===== src/core/umsp_regs.svh =====
`ifndef UMSP_REGS_SVH
`define UMSP_REGS_SVH
// Summary of operation
// - Polarity 0: mode 0/1 sample rising/falling edge.
// - Polarity 1: mode 2/3 sample falling/rising edge.
// - Drive and capture on opposite clock edges.
// - Frames are exactly eight bits, no framing.
// - One bit order shared by transmit and receive.
// - Back-to-back frames allowed, else line idles high.
// - Two bytes queued; complete flag after second.
// - Receiver needs transmitter for the clock.
// - Divisor resets to zero for immediate clock.
// - Transmitter enable claims the serial output pin.
// - Receiver enable claims the serial input pin.
// - Clock pin carries the transfer clock.
// - Data register write starts every transfer.
// - Buffer enters shifter only when shifter free.
// - Overflow replaces newest byte, keeps older ones.
// - Frame, overrun, parity flags read zero.
// - Receive, transmit, empty flags behave normally.
// - Order one is LSB first, zero MSB first.
// - Master mode only with mode field 2'b11.
// - Transmitter disable waits for pending data.
// - Receiver disable flushes the receive buffer.
`define UMSP_OFS_DATA   8'h00
`define UMSP_OFS_STAT   8'h04
`define UMSP_OFS_CTRL   8'h08
`define UMSP_OFS_FMT    8'h0C
`define UMSP_OFS_BAUD   8'h10
`define UMSP_OFS_PIN    8'h14
`define UMSP_ST_RXC     7
`define UMSP_ST_TXC     6
`define UMSP_ST_UDRE    5
`define UMSP_CT_RXEN    4
`define UMSP_CT_TXEN    3
`define UMSP_FM_MSEL    7:6
`define UMSP_FM_ORD     2
`define UMSP_FM_PHA     1
`define UMSP_FM_POL     0
`define UMSP_MSEL_SPI   2'b11
`define UMSP_BAUD_RST   12'h000
`define UMSP_FRAME_LAST 3'h7
`define UMSP_RX_DEPTH   2'h3
`define UMSP_RESP_OK    2'b00
`define UMSP_RESP_ERR   2'b10
`endif


===== src/core/umsp_pkg.sv =====
package umsp_pkg;
   typedef enum logic [1:0] {
      UMSP_IDLE  = 2'b01,
      UMSP_SHIFT = 2'b10
   } umsp_state_e;
   typedef struct packed {
      umsp_state_e     st;
      logic            aw_v, w_v, awready, wready, bvalid;
      logic            arready, rvalid;
      logic [1:0]      bresp, rresp, wstrb;
      logic [7:0]      awaddr, rdata;
      logic [15:0]     wdata;
      logic            txen, rxen, dir, txact;
      logic [1:0]      msel;
      logic            ord, pha, pol;
      logic [11:0]     baud, bcnt;
      logic [7:0]      txbuf, tsr, rsr;
      logic            txbv, txc, lead, sck, txd;
      logic [2:0]      bitc;
      logic [2:0][7:0] rxb;
      logic [1:0]      rxn;
      logic            sync1, sync2;
      logic            pin_o, pin_oe, xck_o, xck_oe;
   } umsp_state_s;
endpackage


===== src/core/umsp_core.sv =====
`include "umsp_regs.svh"
module umsp_core
   import umsp_pkg::*;
(
   input  wire logic        aclk,
   input  wire logic        aresetn,
   input  wire logic        s_axi_awvalid,
   output logic             s_axi_awready,
   input  wire logic [7:0]  s_axi_awaddr,
   input  wire logic        s_axi_wvalid,
   output logic             s_axi_wready,
   input  wire logic [31:0] s_axi_wdata,
   input  wire logic [3:0]  s_axi_wstrb,
   output logic             s_axi_bvalid,
   input  wire logic        s_axi_bready,
   output logic [1:0]       s_axi_bresp,
   input  wire logic        s_axi_arvalid,
   output logic             s_axi_arready,
   input  wire logic [7:0]  s_axi_araddr,
   output logic             s_axi_rvalid,
   input  wire logic        s_axi_rready,
   output logic [31:0]      s_axi_rdata,
   output logic [1:0]       s_axi_rresp,
   input  wire logic        port_out_val,
   input  wire logic        port_out_oe,
   output logic             serial_out_pin_o,
   output logic             serial_out_pin_oe,
   input  wire logic        serial_in_pin,
   output logic             serial_in_claimed,
   output logic             xfer_clock_pin_o,
   output logic             xfer_clock_pin_oe
);
   umsp_state_s q, d;
   logic        wr, rd, pop, tick, done, txclr, msm;
   logic [1:0]  n;
   logic [7:0]  sh;

   function automatic logic ofs_ok(input logic [7:0] a);
      ofs_ok = (a == `UMSP_OFS_DATA) || (a == `UMSP_OFS_STAT) ||
               (a == `UMSP_OFS_CTRL) || (a == `UMSP_OFS_FMT) ||
               (a == `UMSP_OFS_BAUD) || (a == `UMSP_OFS_PIN);
   endfunction

   // bit presented on the line for a given shift word
   function automatic logic line_bit(input logic [7:0] v, input logic lsb);
      line_bit = lsb ? v[0] : v[7];
   endfunction

   always_comb begin
      d     = q;
      wr    = 1'b0;
      rd    = 1'b0;
      pop   = 1'b0;
      tick  = 1'b0;
      done  = 1'b0;
      txclr = 1'b0;
      n     = q.rxn;
      sh    = q.tsr;
      msm   = (q.msel == `UMSP_MSEL_SPI);
      d.sync1 = serial_in_pin;
      d.sync2 = q.sync1;

      // write channel, address and data in either order
      if (s_axi_awvalid && q.awready) begin
         d.aw_v   = 1'b1;
         d.awaddr = s_axi_awaddr;
      end
      if (s_axi_wvalid && q.wready) begin
         d.w_v   = 1'b1;
         d.wdata = s_axi_wdata[15:0];
         d.wstrb = s_axi_wstrb[1:0];
      end
      if (s_axi_bvalid && s_axi_bready) begin
         d.bvalid = 1'b0;
      end
      if (q.aw_v && q.w_v && !q.bvalid) begin
         wr       = 1'b1;
         d.aw_v   = 1'b0;
         d.w_v    = 1'b0;
         d.bvalid = 1'b1;
         d.bresp  = ofs_ok(q.awaddr) ? `UMSP_RESP_OK : `UMSP_RESP_ERR;
         if (q.wstrb[0]) begin
            case (q.awaddr)
               `UMSP_OFS_DATA: begin
                  if (!q.txbv) begin
                     d.txbv  = 1'b1;
                     d.txbuf = q.wdata[7:0];
                  end
               end
               `UMSP_OFS_STAT: txclr = q.wdata[`UMSP_ST_TXC];
               `UMSP_OFS_CTRL: begin
                  d.rxen = q.wdata[`UMSP_CT_RXEN];
                  d.txen = q.wdata[`UMSP_CT_TXEN];
               end
               `UMSP_OFS_FMT: begin
                  d.msel = q.wdata[`UMSP_FM_MSEL];
                  d.ord  = q.wdata[`UMSP_FM_ORD];
                  d.pha  = q.wdata[`UMSP_FM_PHA];
                  d.pol  = q.wdata[`UMSP_FM_POL];
               end
               `UMSP_OFS_BAUD: d.baud[7:0] = q.wdata[7:0];
               `UMSP_OFS_PIN:  d.dir = q.wdata[0];
               default: ;
            endcase
         end
         if (q.wstrb[1] && q.awaddr == `UMSP_OFS_BAUD) begin
            d.baud[11:8] = q.wdata[11:8];
         end
      end
      d.awready = !d.aw_v && !d.bvalid;
      d.wready  = !d.w_v && !d.bvalid;

      // read channel
      if (s_axi_rvalid && s_axi_rready) begin
         d.rvalid = 1'b0;
      end
      if (s_axi_arvalid && q.arready) begin
         rd       = 1'b1;
         d.rvalid = 1'b1;
         d.rresp  = ofs_ok(s_axi_araddr) ? `UMSP_RESP_OK : `UMSP_RESP_ERR;
         d.rdata  = 8'h00;
         case (s_axi_araddr)
            `UMSP_OFS_DATA: begin
               d.rdata = q.rxb[0];
               pop     = (q.rxn != 2'h0);
            end
            `UMSP_OFS_STAT: begin
               // error flags stay zero in this mode
               d.rdata[`UMSP_ST_RXC]  = (q.rxn != 2'h0);
               d.rdata[`UMSP_ST_TXC]  = q.txc;
               d.rdata[`UMSP_ST_UDRE] = !q.txbv;
            end
            `UMSP_OFS_CTRL: begin
               d.rdata[`UMSP_CT_RXEN] = q.rxen;
               d.rdata[`UMSP_CT_TXEN] = q.txen;
            end
            `UMSP_OFS_FMT: begin
               d.rdata[`UMSP_FM_MSEL] = q.msel;
               d.rdata[`UMSP_FM_ORD]  = q.ord;
               d.rdata[`UMSP_FM_PHA]  = q.pha;
               d.rdata[`UMSP_FM_POL]  = q.pol;
            end
            `UMSP_OFS_BAUD: d.rdata = q.baud[7:0];
            `UMSP_OFS_PIN:  d.rdata = {7'h00, q.dir};
            default: ;
         endcase
      end
      d.arready = !d.rvalid;

      // transmitter stays active until shifter and buffer drain
      if (q.txen) begin
         d.txact = 1'b1;
      end else if (q.st == UMSP_IDLE && !q.txbv) begin
         d.txact = 1'b0;
      end

      // half-period divider, reloaded from the divisor
      if (q.st == UMSP_SHIFT) begin
         if (q.bcnt == 12'h000) begin
            tick   = 1'b1;
            d.bcnt = q.baud;
         end else begin
            d.bcnt = q.bcnt - 12'h001;
         end
      end

      sh = q.ord ? {1'b1, q.tsr[7:1]} : {q.tsr[6:0], 1'b1};
      case (q.st)
         UMSP_IDLE: begin
            d.sck = d.pol;
            d.txd = 1'b1;
         end
         UMSP_SHIFT: begin
            if (tick && q.lead) begin
               d.sck  = !q.pol;
               d.lead = 1'b0;
               if (!q.pha) begin
                  d.rsr = q.ord ? {q.sync2, q.rsr[7:1]} : {q.rsr[6:0], q.sync2};
               end else if (q.bitc != 3'h0) begin
                  d.tsr = sh;
                  d.txd = line_bit(sh, q.ord);
               end
            end else if (tick) begin
               d.sck  = q.pol;
               d.lead = 1'b1;
               d.bitc = q.bitc + 3'h1;
               if (q.pha) begin
                  d.rsr = q.ord ? {q.sync2, q.rsr[7:1]} : {q.rsr[6:0], q.sync2};
               end else if (q.bitc != `UMSP_FRAME_LAST) begin
                  d.tsr = sh;
                  d.txd = line_bit(sh, q.ord);
               end
               done = (q.bitc == `UMSP_FRAME_LAST);
            end
         end
         default: d.st = UMSP_IDLE;
      endcase

      if (done) begin
         d.st  = UMSP_IDLE;
         d.txd = 1'b1;
      end
      // shifter free: take the buffered byte, back to back if pending
      if ((q.st == UMSP_IDLE || done) && q.txbv && q.txact && msm) begin
         d.st   = UMSP_SHIFT;
         d.tsr  = q.txbuf;
         d.txd  = line_bit(q.txbuf, q.ord);
         d.txbv = 1'b0;
         d.bitc = 3'h0;
         d.lead = 1'b1;
         d.sck  = q.pol;
         d.bcnt = q.baud;
      end

      // transmit complete, set wins over software clear
      if (txclr) begin
         d.txc = 1'b0;
      end
      if (done && !q.txbv) begin
         d.txc = 1'b1;
      end

      // receive buffer: pop, then push
      if (pop) begin
         d.rxb[0] = q.rxb[1];
         d.rxb[1] = q.rxb[2];
         n        = q.rxn - 2'h1;
      end
      if (done && q.rxen) begin
         if (n == `UMSP_RX_DEPTH) begin
            d.rxb[2] = d.rsr;
         end else begin
            d.rxb[n] = d.rsr;
            n        = n + 2'h1;
         end
      end
      d.rxn = q.rxen ? n : 2'h0;

      // pin ownership
      d.pin_o  = d.txact ? d.txd : port_out_val;
      d.pin_oe = d.txact ? 1'b1 : port_out_oe;
      d.xck_o  = d.sck;
      d.xck_oe = q.dir;
   end

   always_ff @(posedge aclk) begin
      if (!aresetn) begin
         q         <= '0;
         q.st      <= UMSP_IDLE;
         q.baud    <= `UMSP_BAUD_RST;
         q.lead    <= 1'b1;
         q.txd     <= 1'b1;
         q.pin_o   <= 1'b0;
         q.awready <= 1'b1;
         q.wready  <= 1'b1;
         q.arready <= 1'b1;
      end else begin
         q <= d;
      end
   end

   assign s_axi_awready     = q.awready;
   assign s_axi_wready      = q.wready;
   assign s_axi_bvalid      = q.bvalid;
   assign s_axi_bresp       = q.bresp;
   assign s_axi_arready     = q.arready;
   assign s_axi_rvalid      = q.rvalid;
   assign s_axi_rresp       = q.rresp;
   assign s_axi_rdata       = {24'h000000, q.rdata};
   assign serial_out_pin_o  = q.pin_o;
   assign serial_out_pin_oe = q.pin_oe;
   assign serial_in_claimed = q.rxen;
   assign xfer_clock_pin_o  = q.xck_o;
   assign xfer_clock_pin_oe = q.xck_oe;
endmodule


===== config.mk =====
export PLATFORM = sky130hd
export DESIGN_NAME = umsp_core
export DESIGN_NICKNAME = d
export VERILOG_FILES = /design/src/core/umsp_pkg.sv /design/src/core/umsp_core.sv
export VERILOG_INCLUDE_DIRS = /design/src /design/src/core
export SDC_FILE = /design/constraint.sdc
export NUM_CORES = 1
export LEC_CHECK = 0
export ABC_AREA = 1
export BUFFER_PORTS_ARGS = -buffer_cell sky130_fd_sc_hd__buf_2
export CAP_MARGIN = 15
export CORE_ASPECT_RATIO = 1.25
export CORE_MARGIN = 5
export CORE_UTILIZATION = 35
export CTS_CLUSTER_DIAMETER = 120
export DETAILED_ROUTE_END_ITERATION = 8
export GPL_ROUTABILITY_DRIVEN = 0
export GPL_TIMING_DRIVEN = 0
export PLACE_DENSITY = 0.56
export SETUP_SLACK_MARGIN = 0.05
export SLEW_MARGIN = 20
export SYNTH_ARGS = -nofsm -noshare
export SYNTH_HDL_FRONTEND = slang
export SYNTH_SLANG_ARGS = --single-unit

===== constraint.sdc =====
create_clock -name aclk -period 2.4 [get_ports aclk]
set_input_delay 0.48 -clock aclk [delete_from_list [all_inputs] [get_ports aclk]]
set_output_delay 0.48 -clock aclk [all_outputs]
set_load 0.005 [all_outputs]

Word-level counts from Yosys, hierarchy flattened
Cells that the tools add are included.
{ "totals": {"in_bits": 62, "regBits": 139, "output_inout_bits": 46} }
{ "op_classes": {"muxes": 78, "bitwise_logic": 3, "add_sub_neg": 4, "eq_ne": 23, "n_reduce_logical": 59, "n_lt_le_gt_ge": 2} }
{ "ops": {"columns": ["operator", "n"], "rows": [
  ["8-bit 2-to-1 mux", 13],
  ["16-bit 2-to-1 mux", 6],
  ["12-bit 2-to-1 mux", 3],
  ["8-bit by 4-bit == test with 1-bit output, second input constant", 4],
  ["8-bit by 5-bit == test with 1-bit output, second input constant", 4],
  ["1-bit 2-to-1 mux", 31],
  ["24-bit bitwise mux", 1],
  ["1-bit logical AND", 18],
  ["2-bit 2-to-1 mux", 9],
  ["6-bit 2-to-1 mux", 3],
  ["3-bit AND reduction", 6],
  ["8-bit demux with 2-bit select", 1],
  ["8-bit by 3-bit == test with 1-bit output, second input constant", 2],
  ["8-bit zero test", 2],
  ["13-bit 2-to-1 mux", 1],
  ["12-bit zero test", 1],
  ["3-bit one-hot mux with 4 select lines", 1],
  ["12-bit by 1-bit subtractor with 12-bit output, second input constant", 1],
  ["1-bit logical OR", 11],
  ["3-bit 2-to-1 mux", 3],
  ["3-bit by 1-bit != test with 1-bit output, second input constant", 3],
  ["3-bit nonzero test", 3],
  ["4-bit by 2-bit != test with 1-bit output, second input constant", 2],
  ["2-bit one-hot mux with 4 select lines", 1],
  ["22 further kinds", 39]
]} }

Depth between registers and ports, before layout
Gate-level depths: netlist of run 1.
{ "depth": {"word_depth": 12, "ltp_mapped": 17, "ltp_nobuf": 16} }

Worst setup path before layout of run 1
OpenSTA, ideal clock, no wires.
{ "synth_timing": {"path_type": "reg2reg", "from": "register q[64] in the netlist's numbering", "to": "register q[16] in the netlist's numbering", "path_buffers": 1, "arrival_time_ps": 1784, "stages_incl_launch_ff": 15, "synth_period_minus_slack_ps": 1895, "slack_ps": 505, "cell_sequence": "dfxtp_1 > inv_1 > ha_1 > inv_1 > nor2_1 > nand3_2 > nor2_8 > nand2_4 > nor2_8 > nand2_4 > nor2_4 > nand3_4 > buf_6 > nor2_1 > nor2_1"} }
{ "synth_between": {"elab_chain_cells": 9} }
{ "synth_lines": {"columns": ["element", "line", "rtl"], "rows": [
  ["start: declaration", "umsp_core.sv:33", "umsp_state_s q, d;"],
  ["12-bit zero test *", "umsp_core.sv:159", "if (q.bcnt == 12'h000) begin"],
  ["1-bit 2-to-1 mux *", "umsp_core.sv:159", null],
  ["1-bit 2-to-1 mux *", "umsp_core.sv:158", "if (q.st == UMSP_SHIFT) begin"],
  ["16-bit 2-to-1 mux or 1-bit logical AND (tied branches)", "umsp_core.sv:183, umsp_core.sv:174", null],
  ["16-bit 2-to-1 mux", "umsp_core.sv:174", "if (tick && q.lead) begin"],
  ["16-bit 2-to-1 mux", "umsp_core.sv:168", "case (q.st)"],
  ["24-bit bitwise mux", "umsp_core.sv:233", "d.rxb[n] = d.rsr;"],
  ["16-bit 2-to-1 mux", "umsp_core.sv:230", "if (n == `UMSP_RX_DEPTH) begin"],
  ["16-bit 2-to-1 mux *", "umsp_core.sv:229", "if (done && q.rxen) begin"]
]} }
Every way passes the cells marked *; elsewhere a longest branch is shown, timed or not. The select of a mux whose other input is x is not followed.
A chain may end at the register's enable or synchronous reset.

Worst setup path in the final report of run 1
{ "layout_timing": {"from": "register q[64] in the netlist's numbering", "to": "register q[35] in the netlist's numbering"} }
{ "layout_between": {"elab_chain_cells": 11} }
{ "layout_lines": {"columns": ["element", "line", "rtl"], "rows": [
  ["12-bit zero test *", "umsp_core.sv:159", null],
  ["1-bit 2-to-1 mux *", "umsp_core.sv:159", null],
  ["1-bit 2-to-1 mux *", "umsp_core.sv:158", null],
  ["branches (longest 7 deep; another with 6-bit 2-to-1 mux)", null, null],
  ["5-bit 2-to-1 mux *", "umsp_core.sv:204", "if ((q.st == UMSP_IDLE || done) && q.txbv && q.txact && msm) begin"]
]} }
Every way passes the cells marked *. The select of a mux whose other input is x is not followed.

==> out/metrics.csv, run 1 <==
stage;metric;value;unit
run_status;outcome;completed;
final_layout;Area Growth Syn to Fin;21.0;%
synthesis;ys async rst share;0;
flow_run;maxcap violations;0;
synthesis;Ys Warns;0;
clock_network;clock root cell;clkbuf_16;
timing;worst-margin pin slew;0.685;ns
worst_setup_path;Worst Path Max Fanout;8;
final_layout;Final nets;1129;
synthesis;Syn Inst Count;947;
clock_network;CTS tree;yes;
timing;Max Clk Rate;447;MHz
worst_setup_path;R2R Setup Slk;0.16;ns
drt;via count;6254;
final_layout;antenna cells;0;
clock_network;CTS sink count;137;
placement;IO buf count;58;
synthesis;count of different cell masters after synthesis;41;
timing;final setup margin;0.164;ns
clock_network;Clk pin slew, worst setup/hold paths;0.06;ns
worst_hold_path;hold depth;3;
drt;ANT nets after route;0;
synthesis;EDFF count, synth;0;
timing;setup_tns;0;ns
worst_setup_path;critical path class;reg -> reg;
placement;placed inst area;7430;um2
timing;Rel. slew slack;0.544;
worst_setup_path;Arr. time, crit path;2.55;ns
drt;DRT Pass-1 Iters;5;
drt;Iteration-0 DRC Markers;476;
timing;Clock Skew;0.00706;ns
global_route;via count of the first global-routing pass;5782;
worst_setup_path;worst setup path start;q[64]$_SDFFE_PN0P_;
drt;DRC;0;
floorplan;DIE HEIGHT;165;um
global_route;largest net degree at the start of global routing;17;
placement;Final HPWL DP;14600;um
drt;routed len/inst;14.9;um
synthesis;most common flop cell mapped by yosys;dfxtp_1;
timing;unrepaired setup endpoints after global routing;false;
clock_network;H-tree level count;4;
global_route;Overflow after GRT;0;
clock_network;Num CTS Buffers;17;
timing;final setup fails;0;
worst_setup_path;end of the worst register-to-register path;q[35]$_SDFF_PN1_;
power_and_ir_drop;PD cells;645;nW/um2
worst_setup_path;CP Launch Type;flop;
power_and_ir_drop;Static Leak;0.00364;uW
timing;final hold slack;0.229;ns
worst_setup_path;FF-to-FF path depth;13;
worst_setup_path;Worst Setup End Kind;flop;
timing;minimum clock period;2.24;ns
floorplan;Die Span X;134;um
placement;Setup WS pre-CTS;-0.244;ns
final_layout;fin area;8170;um2
floorplan;core box area;18900;um2
worst_hold_path;min-delay src;serial_in_pin;
worst_setup_path;Req. time, crit path;2.71;ns
timing;Final Slew Violations;0;
floorplan;Initial Util;0.357;
global_route;global-route wire length before repair;30200;um
synthesis;mapped cell area;6760;um2
synthesis;dominant cell type by area after synthesis;dfxtp_1;
synthesis;sequential share of the synthesized area;0.406;
timing;Tcrit/Tclk final;0.932;
drt;via density per instance;4.80;
worst_hold_path;Hold Path Class;in -> reg;
global_route;initial antenna violation count;0;
global_route;GRT Resource Usage Total;0.176;
clock_network;CTS Hold Bufs;0;
floorplan;Placement Rows;56;
power_and_ir_drop;Peak supply drop;0.439;mV
synthesis;share of the synthesized area in the top cell type;0.406;
clock_network;Clock Path Buffers;2;
worst_hold_path;hold worst-path end;d[4]$_SDFF_PN0_;
floorplan;die area;22200;um2
synthesis;Synth Area per Inst;7.13;um2
drt;final wirelength;19400;um
timing;Final Hold Vio Count;0;
floorplan;Ports;108;
clock_network;Clock Latency Late Sink;0.43;ns
synthesis;Synth area leaders;dfxtp_1 41%, nand2_1 9.2%, nor2_1 7.4%;
synthesis;number of synthesized register bits;137;
final_layout;fraction of layout cells with a size suffix above 1;0.179;
worst_setup_path;reg2reg start;q[64]$_SDFFE_PN0P_;
final_layout;final core occ;0.432;
worst max-delay path, stage by stage (launching register included):
cell and delay (ns):
dfxtp_1 0.33, inv_1 0.08, ha_1 0.14, inv_1 0.05, nor2_2 0.09, nand3_2 0.13, nor2_8 0.25, nand2_8 0.09
nor2_8 0.16, nand2_8 0.09, a21oi_2 0.33, o211ai_1 0.18, nand2_2 0.14, nand2_1 0.05
flip-flops by register name, indices dropped and copies added (netlist names):
| signal | count |
|---|---|
| s_axi_awready | 1 |
| xfer_clock_pin_oe | 1 |
| s_axi_rvalid | 1 |
| s_axi_wready | 1 |
| q | 115 |
| s_axi_bvalid | 1 |
| d | 2 |
| s_axi_rdata | 8 |
| s_axi_arready | 1 |
| serial_in_claimed | 1 |
| s_axi_rresp | 1 |
| s_axi_bresp | 1 |
| serial_out_pin_o | 1 |
| serial_out_pin_oe | 1 |
| xfer_clock_pin_o | 1 |
report_power, final:
| group | leakage (uW) | switching, uW | internal, uW |
|---|---|---|---|
| Combinational | 0.00225 | 192 | 113 |
| Sequential | 0.00111 | 33.7 | 2330 |
| Clock | 0.000279 | 1040 | 1560 |
layout by cell type, fill, tap and decap left out, types with 46 or more instances in the layout:
cell type / instances
nand3_1: 66
inv_1: 93
nand2_1: 165
buf_2: 63
buf_4: 46
dfxtp_1: 137
a21oi_1: 80
o21ai_0: 81
nor2_1: 130
synth_stat cells, types with 7 or more instances:
cell type,number
a211oi_1,7
a21oi_1,81
buf_4,38
buf_6,7
clkbuf_1,26
dfxtp_1,137
ha_1,8
inv_1,95
nand2_1,166
nand3_1,66
nor2_1,133
nor3_1,10
o211ai_1,8
o21a_1,8
o21ai_0,81
o21ai_1,14
worst max path at each step:
stage	end	slack, ns	cells after the start
after floorplan	q[16]$_SDFF_PN0_	0.50	14
after global routing	q[15]$_SDFF_PN0_	0.04	15
final	q[35]$_SDFF_PN1_	0.16	13
after detailed placement	q[31]$_SDFFE_PN0P_	-0.24	10
after global placement	q[31]$_SDFFE_PN0P_	-0.26	10
after CTS	xfer_clock_pin_o$_SDFFE_PN0P_	0.07	11
routing by layer:
metal	vias to the layer above	wire length [um]	global-route usage
li1	3239	-	-
met3	28	863	0.0391
met2	137	10100	0.321
met1	2850	8070	0.200
met5	-	0	0
met4	0	451	0.0685
cells by family after synthesis:
logic type / count (synthesis) / synth area share
adder cells (fa/ha/maj): 8 / 0.0148
AO/OA/AOI/OAI: 206 / 0.164
AND/OR/NAND/NOR: 413 / 0.277
XOR/XNOR: 8 / 0.0104
flip-flops: 137 / 0.406
other: 1 / 0.000555
buffers and inverters: 174 / 0.126
stage by stage:
step / total power, uW / instances
6_report: 5270 / 1303
5_1_grt: 5480 / 1303
4_1_cts: 5310 / 1294
3_5_place_dp: 2720 / 1262
3_3_place_gp: 2710 / 1262
2_1_floorplan: 2600 / 972
what timing repair did:
item | in CTS | in global routing
cloned | 0 | 1
resized for setup | 3 | 14
endpoints found under the setup margin | 18 | 65
pin swaps | 2 | 5
buffers inserted | 1 | 9
layout make-up:
cell class / count / area, um2
fill: 2028 / 10700
multi-input combinational: 661 / 3320
sequential: 137 / 2740
buffer: 74 / 478
clock buffer: 18 / 439
timing repair buffer: 69 / 383
inverter: 99 / 375
tap: 232 / 290
clock inverter: 13 / 145
Power figures use the tool's default switching activity.
==> run 2: changes to the inputs <==
CORE_UTILIZATION = 31   (was 35)
PLACE_DENSITY = 0.51   (was 0.56)
==> run 2 against run 1 <==
Via count rose by 0.19%. Final cell count up 3.9%. Highest routed layer unchanged. Largest power group unchanged. Non-clock buffer count grew 2. Fmax is 0.87% higher.
==> out/metrics.csv, run 2 (same netlist as run 1, synthesis figures left out) <==
stage;metric;value;unit;change
run_status;outcome;completed;;unchanged
flow_run;maxcap violations;0;;unchanged
clock_network;Clock Path Buffers;2;;unchanged
drt;Iteration-0 DRC Markers;317;;was 476
worst_hold_path;Hold Path Class;in -> reg;;unchanged
worst_hold_path;hold depth;3;;unchanged
timing;minimum clock period;2.22;ns;was 2.24 ns
global_route;Overflow after GRT;0;;unchanged
worst_setup_path;R2R Setup Slk;0.18;ns;was 0.16 ns
drt;DRC;0;;unchanged
global_route;largest net degree at the start of global routing;17;;unchanged
timing;Max Clk Rate;451;MHz;was 447 MHz
power_and_ir_drop;Static Leak;0.00371;uW;was 0.00364 uW
clock_network;clock root cell;clkbuf_16;;unchanged
timing;Final Hold Vio Count;0;;unchanged
timing;worst-margin pin slew;0.698;ns;was 0.685 ns
floorplan;die area;24900;um2;was 22200 um2
clock_network;CTS sink count;137;;unchanged
final_layout;fill cell count;2356;;was 2028
worst_setup_path;Worst Setup End Kind;flop;;unchanged
worst_setup_path;FF-to-FF path depth;15;;was 13
timing;final setup fails;0;;unchanged
final_layout;area of the multi-input gates;3350;um2;was 3320 um2
placement;Final HPWL DP;15200;um;was 14600 um
drt;DRT Pass-1 Iters;5;;unchanged
worst_setup_path;Arr. time, crit path;2.58;ns;was 2.55 ns
final_layout;Area Growth Syn to Fin;23.6;%;was 21.0%
worst_setup_path;critical path class;reg -> reg;;unchanged
timing;Rel. slew slack;0.535;;was 0.544
worst_hold_path;min-delay src;serial_in_pin;;unchanged
floorplan;Initial Util;0.315;;was 0.357
drt;final wirelength;20300;um;was 19400 um
timing;setup_tns;0;ns;unchanged
floorplan;Ports;108;;unchanged
clock_network;H-tree level count;4;;unchanged
global_route;global-route wire length before repair;31500;um;was 30200 um
clock_network;CTS tree;yes;;unchanged
floorplan;core box area;21500;um2;was 18900 um2
final_layout;most common cell after layout, fill and taps aside;nand2_1;;unchanged
timing;Final Slew Violations;0;;unchanged
worst_setup_path;end of the worst register-to-register path;q[22]$_SDFF_PN0_;;was q[35]$_SDFF_PN1_
power_and_ir_drop;Peak supply drop;0.432;mV;was 0.439 mV
final_layout;final core occ;0.389;;was 0.432
drt;via count;6266;;was 6254
placement;IO buf count;58;;unchanged
clock_network;Num CTS Buffers;17;;unchanged
worst_setup_path;CP Launch Type;flop;;unchanged
floorplan;DIE HEIGHT;175;um;was 165 um
drt;routed len/inst;15.0;um;was 14.9 um
global_route;via count of the first global-routing pass;5926;;was 5782
clock_network;Clk pin slew, worst setup/hold paths;0.06;ns;about the same
final_layout;most frequent cells in the layout;165 x nand2_1, 136 x dfxtp_1, 129 x nor2_1;;was 165 x nand2_1, 137 x dfxtp_1, 130 x nor2_1
timing;Tcrit/Tclk final;0.924;;was 0.932
power_and_ir_drop;power consumption;5360;uW;was 5270 uW
final_layout;antenna cells;0;;unchanged
worst_setup_path;reg2reg start;q[64]$_SDFFE_PN0P_;;unchanged
floorplan;Die Span X;142;um;was 134 um
global_route;GRT Resource Usage Total;0.162;;was 0.176
worst_setup_path;Req. time, crit path;2.76;ns;was 2.71 ns
drt;ANT nets after route;0;;unchanged
final_layout;Final nets;1132;;was 1129
global_route;initial antenna violation count;0;;unchanged
final_layout;largest reg by FF count;q;;unchanged
worst_hold_path;hold worst-path end;d[4]$_SDFF_PN0_;;unchanged
drt;via density per instance;4.63;;was 4.80
timing;unrepaired setup endpoints after global routing;false;;unchanged
final_layout;Largest register FFs;115;;unchanged
final_layout;Sequential cell area;2740;um2;about the same
floorplan;Placement Rows;60;;was 56
worst_setup_path;Worst Path Max Fanout;6;;was 8
timing;Clock Skew;0.00787;ns;was 0.00706 ns
power_and_ir_drop;PD cells;642;nW/um2;was 645 nW/um2
final_layout;fraction of layout cells with a size suffix above 1;0.184;;was 0.179
clock_network;Clock Latency Late Sink;0.42;ns;was 0.43 ns
==> run 2: cell types whose count changed in the layout (fill, tap and decap cells not counted), sizes merged <==
cell,delta
clkbuf,+2
clkinvlp,-2
nor2,+1
inv,-3
bufinv,+1
buf,+2
clkinv,+3
==> run 2: where the power goes <==
part           internal, uW  switching [uW]
combinational           113             194
clock                  1680            1000
sequential             2330            33.4
total                  4130            1230
==> run 2: per-stage QoR <==
stage	cells	hold WS [ns]	setup slack [ns]	area, um2
after floorplan	972	0.390	0.505	6850
after global placement	1309	0.397	-0.193	7490
after detailed placement	1309	0.397	-0.205	7490
after CTS	1342	0.224	0.0605	8120
after global routing	1354	0.244	0.0390	8350
final	1354	0.240	0.183	8350
==> run 2: timing repair <==
item | in CTS | in global routing
gates cloned | 0 | 2
gates resized for setup | 4 | 21
hold buffers | 0 | 0
setup endpoints to repair | 31 | 61
pin swaps | 2 | 11
setup buffers | 1 | 11
==> run 2: how the worst max path moves through the flow <==
stage | from | to | slack, ns
floorplan | q[64]$_SDFFE_PN0P_ | q[16]$_SDFF_PN0_ | 0.50
global placement | s_axi_arvalid | q[30]$_SDFFE_PN0P_ | -0.19
detailed placement | s_axi_arvalid | q[31]$_SDFFE_PN0P_ | -0.21
CTS | q[64]$_SDFFE_PN0P_ | q[33]$_SDFFE_PP0P_ | 0.06
global route | q[65]$_SDFFE_PN0P_ | q[22]$_SDFF_PN0_ | 0.04
finish | q[64]$_SDFFE_PN0P_ | q[22]$_SDFF_PN0_ | 0.18
==> run 2: routing by layer <==
metal | part of all wire | track usage | vias up
met4 | 0.021 | 0.0548 | 0
met3 | 0.027 | 0.0287 | 24
met5 | 0 | 0 | -
li1 | - | - | 3240
met1 | 0.42 | 0.188 | 2906
met2 | 0.53 | 0.298 | 96
==> run 2: layout make-up <==
cell class | count | area share
inverter | 99 | 0.0450
buffer | 74 | 0.0592
clock inverter | 12 | 0.0178
sequential | 137 | 0.329
multi-input combinational | 662 | 0.401
tap | 279 | 0.0418
clock buffer | 20 | 0.0547
timing repair buffer | 71 | 0.0516
==> run 2: critical path: stages (launching register included) <==
cell and delay (ns):
dfxtp_2 0.33, inv_1 0.07, ha_1 0.14, inv_1 0.04, nor2_2 0.08, nand3_2 0.14, nor2_8 0.23, nand2_8 0.08
nor2_8 0.15, nand2_8 0.10, nor2_4 0.19, nand3_4 0.17, buf_12 0.18, nand3_1 0.06, nand2_1 0.05, nor2_1 0.11
==> run 3: changes to the inputs <==
CORE_UTILIZATION = 38   (was 31)
PLACE_DENSITY = 0.59   (was 0.51)
==> run 3 against run 2 <==
Cell area shrank 1.6%. Largest power group unchanged. Final cell count shrank 4.2%. Routed wire length shrank 4.6%. Critical path type unchanged. First-iteration DRC count grew 29%. Worst hold slack lost 0.0057 ns. Utilization grew 8.1 points.
==> out/metrics.csv, run 3 (same netlist as run 1, synthesis figures left out) <==
stage;metric;value;unit;change
run_status;outcome;completed;;unchanged
clock_network;Clock Path Buffers;2;;unchanged
timing;unrepaired setup endpoints after global routing;true;;was false
final_layout;Non-Filler Instances;1297;;was 1354
worst_setup_path;R2R Setup Slk;0.17;ns;was 0.18 ns
drt;ANT nets after route;0;;unchanged
placement;Final HPWL DP;14400;um;was 15200 um
timing;worst-margin pin slew;0.675;ns;was 0.698 ns
power_and_ir_drop;power consumption;5160;uW;was 5360 uW
flow_run;maxcap violations;0;;unchanged
floorplan;Placement Rows;54;;was 60
final_layout;Area Growth Syn to Fin;21.6;%;was 23.6%
drt;Iteration-0 DRC Markers;409;;was 317
power_and_ir_drop;Static Leak;0.00366;uW;was 0.00371 uW
worst_setup_path;reg2reg start;q[64]$_SDFFE_PN0P_;;unchanged
timing;Max Clk Rate;448;MHz;was 451 MHz
worst_setup_path;critical path class;reg -> reg;;unchanged
floorplan;Die Span X;129;um;was 142 um
final_layout;most common cell after layout, fill and taps aside;nand2_1;;unchanged
timing;setup_tns;0;ns;unchanged
floorplan;die area;20600;um2;was 24900 um2
timing;Final Hold Vio Count;0;;unchanged
power_and_ir_drop;clock share of power;0.483;;was 0.502
final_layout;area of the multi-input gates;3350;um2;unchanged
power_and_ir_drop;logic gate share of total power;0.059;;was 0.057
final_layout;Sequential cell area;2740;um2;unchanged
clock_network;Clk pin slew, worst setup/hold paths;0.06;ns;about the same
worst_hold_path;Hold Path Class;in -> reg;;unchanged
drt;final wirelength;19400;um;was 20300 um
drt;via density per instance;4.85;;was 4.63
timing;Rel. slew slack;0.550;;was 0.535
worst_setup_path;slowest library cell on the worst path;dfxtp_2;;unchanged
power_and_ir_drop;Peak supply drop;0.458;mV;was 0.432 mV
clock_network;H-tree level count;4;;unchanged
global_route;Overflow after GRT;0;;unchanged
worst_setup_path;CP Launch Type;flop;;unchanged
clock_network;Clock Latency Late Sink;0.42;ns;about the same
timing;Clock Skew;0.00700;ns;was 0.00787 ns
drt;routed len/inst;15.0;um;about the same
clock_network;CTS sink count;137;;unchanged
worst_setup_path;CP max stage delay;0.33;ns;about the same
floorplan;Ports;108;;unchanged
timing;minimum clock period;2.23;ns;was 2.22 ns
power_and_ir_drop;PD cells;628;nW/um2;was 642 nW/um2
worst_setup_path;worst path bufs/invs;3;;unchanged
floorplan;core box area;17500;um2;was 21500 um2
worst_setup_path;Worst Path Max Fanout;10;;was 6
worst_setup_path;Arr. time, crit path;2.58;ns;about the same
final_layout;antenna cells;0;;unchanged
timing;Tcrit/Tclk final;0.930;;was 0.924
drt;via count;6289;;was 6266
clock_network;clock root cell;clkbuf_16;;unchanged
clock_network;Num CTS Buffers;17;;unchanged
drt;DRT Pass-1 Iters;5;;unchanged
global_route;initial antenna violation count;0;;unchanged
final_layout;Final nets;1131;;was 1132
placement;IO buf count;58;;unchanged
final_layout;most frequent cells in the layout;165 x nand2_1, 136 x dfxtp_1, 130 x nor2_1;;was 165 x nand2_1, 136 x dfxtp_1, 129 x nor2_1
worst_setup_path;Worst Setup End Kind;flop;;unchanged
timing;final setup fails;0;;unchanged
global_route;via count of the first global-routing pass;6080;;was 5926
final_layout;largest reg by FF count;q;;unchanged
worst_hold_path;min-delay src;serial_in_pin;;unchanged
global_route;largest net degree at the start of global routing;17;;unchanged
floorplan;Initial Util;0.386;;was 0.315
final_layout;fraction of layout cells with a size suffix above 1;0.180;;was 0.184
worst_setup_path;CP top delay family;simple AND/OR/NAND/NOR gates;;unchanged
final_layout;Largest register FFs;115;;unchanged
power_and_ir_drop;Psw;1190;uW;was 1230 uW
worst_hold_path;hold worst-path end;d[4]$_SDFF_PN0_;;unchanged
global_route;global-route wire length before repair;30700;um;was 31500 um
power_and_ir_drop;sequential share of power;0.458;;was 0.441
power_and_ir_drop;Sw Ratio;0.231;;was 0.230
placement;Inst Count DP;1254;;was 1309
clock_network;CTS tree;yes;;unchanged
worst_setup_path;Req. time, crit path;2.75;ns;was 2.76 ns
power_and_ir_drop;internal power;3970;uW;was 4130 uW
drt;DRC;0;;unchanged
floorplan;DIE HEIGHT;159;um;was 175 um
worst_setup_path;end of the worst register-to-register path;q[50]$_SDFFE_PN0P_;;was q[22]$_SDFF_PN0_
timing;Final Slew Violations;0;;unchanged
worst_setup_path;Top cell by count, worst path;nand2_8;;
worst_setup_path;crit path cell chain;inv_1 > ha_1 > inv_1 > nor2_2 > nand3_2 > nor2_8 > nand2_8 > nor2_8 > nand2_8 > nand2_4 > nand2_8 > buf_4 > o21ai_1 > nand2_1 > a21oi_1;;was inv_1 > ha_1 > inv_1 > nor2_2 > nand3_2 > nor2_8 > nand2_8 > nor2_8 > nand2_8 > nor2_4 > nand3_4 > buf_12 > nand3_1 > nand2_1 > nor2_1
final_layout;fill cell count;1827;;was 2356
global_route;GRT Resource Usage Total;0.190;;was 0.162
worst_setup_path;FF-to-FF path depth;15;;unchanged
worst_hold_path;hold depth;3;;unchanged
## run 3: repair_timing
item / CTS / global route
cloned: 0 / 2
hold buffers: 0 / 0
setup buffers: 1 / 10
resized for setup: 4 / 22
endpoints found under the setup margin: 20 / 54
pin swaps: 2 / 6
## run 3: power by group through the flow
stage / sequential [uW] / clock, uW / combinational [uW]
after detailed placement: 2410 / 0 / 301
final: 2360 / 2490 / 303
after CTS: 2360 / 2520 / 304
after global placement: 2410 / 0 / 300
after global routing: 2370 / 2630 / 343
after floorplan: 2400 / 0 / 193
## run 3: layer usage
metal	share of wire	vias to the layer above	global-route usage
met5	0	-	0
met4	0.042	0	0.0912
met3	0.048	44	0.0483
met2	0.49	169	0.323
met1	0.42	2833	0.220
li1	-	3243	-
## run 3: final cells by class
type                    instances  share of cell area
clock inverters                 7             0.00823
plain buffers                  74              0.0596
flip-flops and latches        137               0.334
repair buffers                 71              0.0507
clock buffers                  24              0.0599
well taps                     224              0.0341
inverters                      99              0.0457
multi-input cells             661               0.408
## run 3: worst reg2reg max path, stage by stage (launching register included)
cell     delay (ns)
dfxtp_2        0.33
inv_1          0.07
ha_1           0.14
inv_1          0.04
nor2_2         0.08
nand3_2        0.13
nor2_8         0.24
nand2_8        0.10
nor2_8         0.17
nand2_8        0.11
nand2_4        0.11
nand2_8        0.09
buf_4          0.20
o21ai_1        0.16
nand2_1        0.07
a21oi_1        0.12
## run 3: metrics by stage
stage | setup slack [ns] | hold WS (ns) | util | cell area [um2]
after floorplan | 0.505 | 0.390 | - | 6850
final | 0.168 | 0.234 | 0.469 | 8210
after detailed placement | -0.192 | 0.398 | 0.424 | 7420
after global placement | -0.161 | 0.399 | 0.424 | 7420
after global routing | 0.0385 | 0.236 | 0.469 | 8210
after CTS | 0.0660 | 0.222 | 0.457 | 8010
## run 3: how the worst max path moves through the flow
stage | startpoint | endpoint | slack (ns) | depth (start not counted)
final | q[64]$_SDFFE_PN0P_ | q[50]$_SDFFE_PN0P_ | 0.17 | 15
after global placement | s_axi_arvalid | q[31]$_SDFFE_PN0P_ | -0.16 | 10
after global routing | q[64]$_SDFFE_PN0P_ | q[51]$_SDFFE_PN0P_ | 0.04 | 15
after detailed placement | s_axi_arvalid | q[30]$_SDFFE_PN0P_ | -0.19 | 10
after floorplan | q[64]$_SDFFE_PN0P_ | q[16]$_SDFF_PN0_ | 0.50 | 14
after CTS | q[64]$_SDFFE_PN0P_ | q[35]$_SDFF_PN1_ | 0.07 | 13
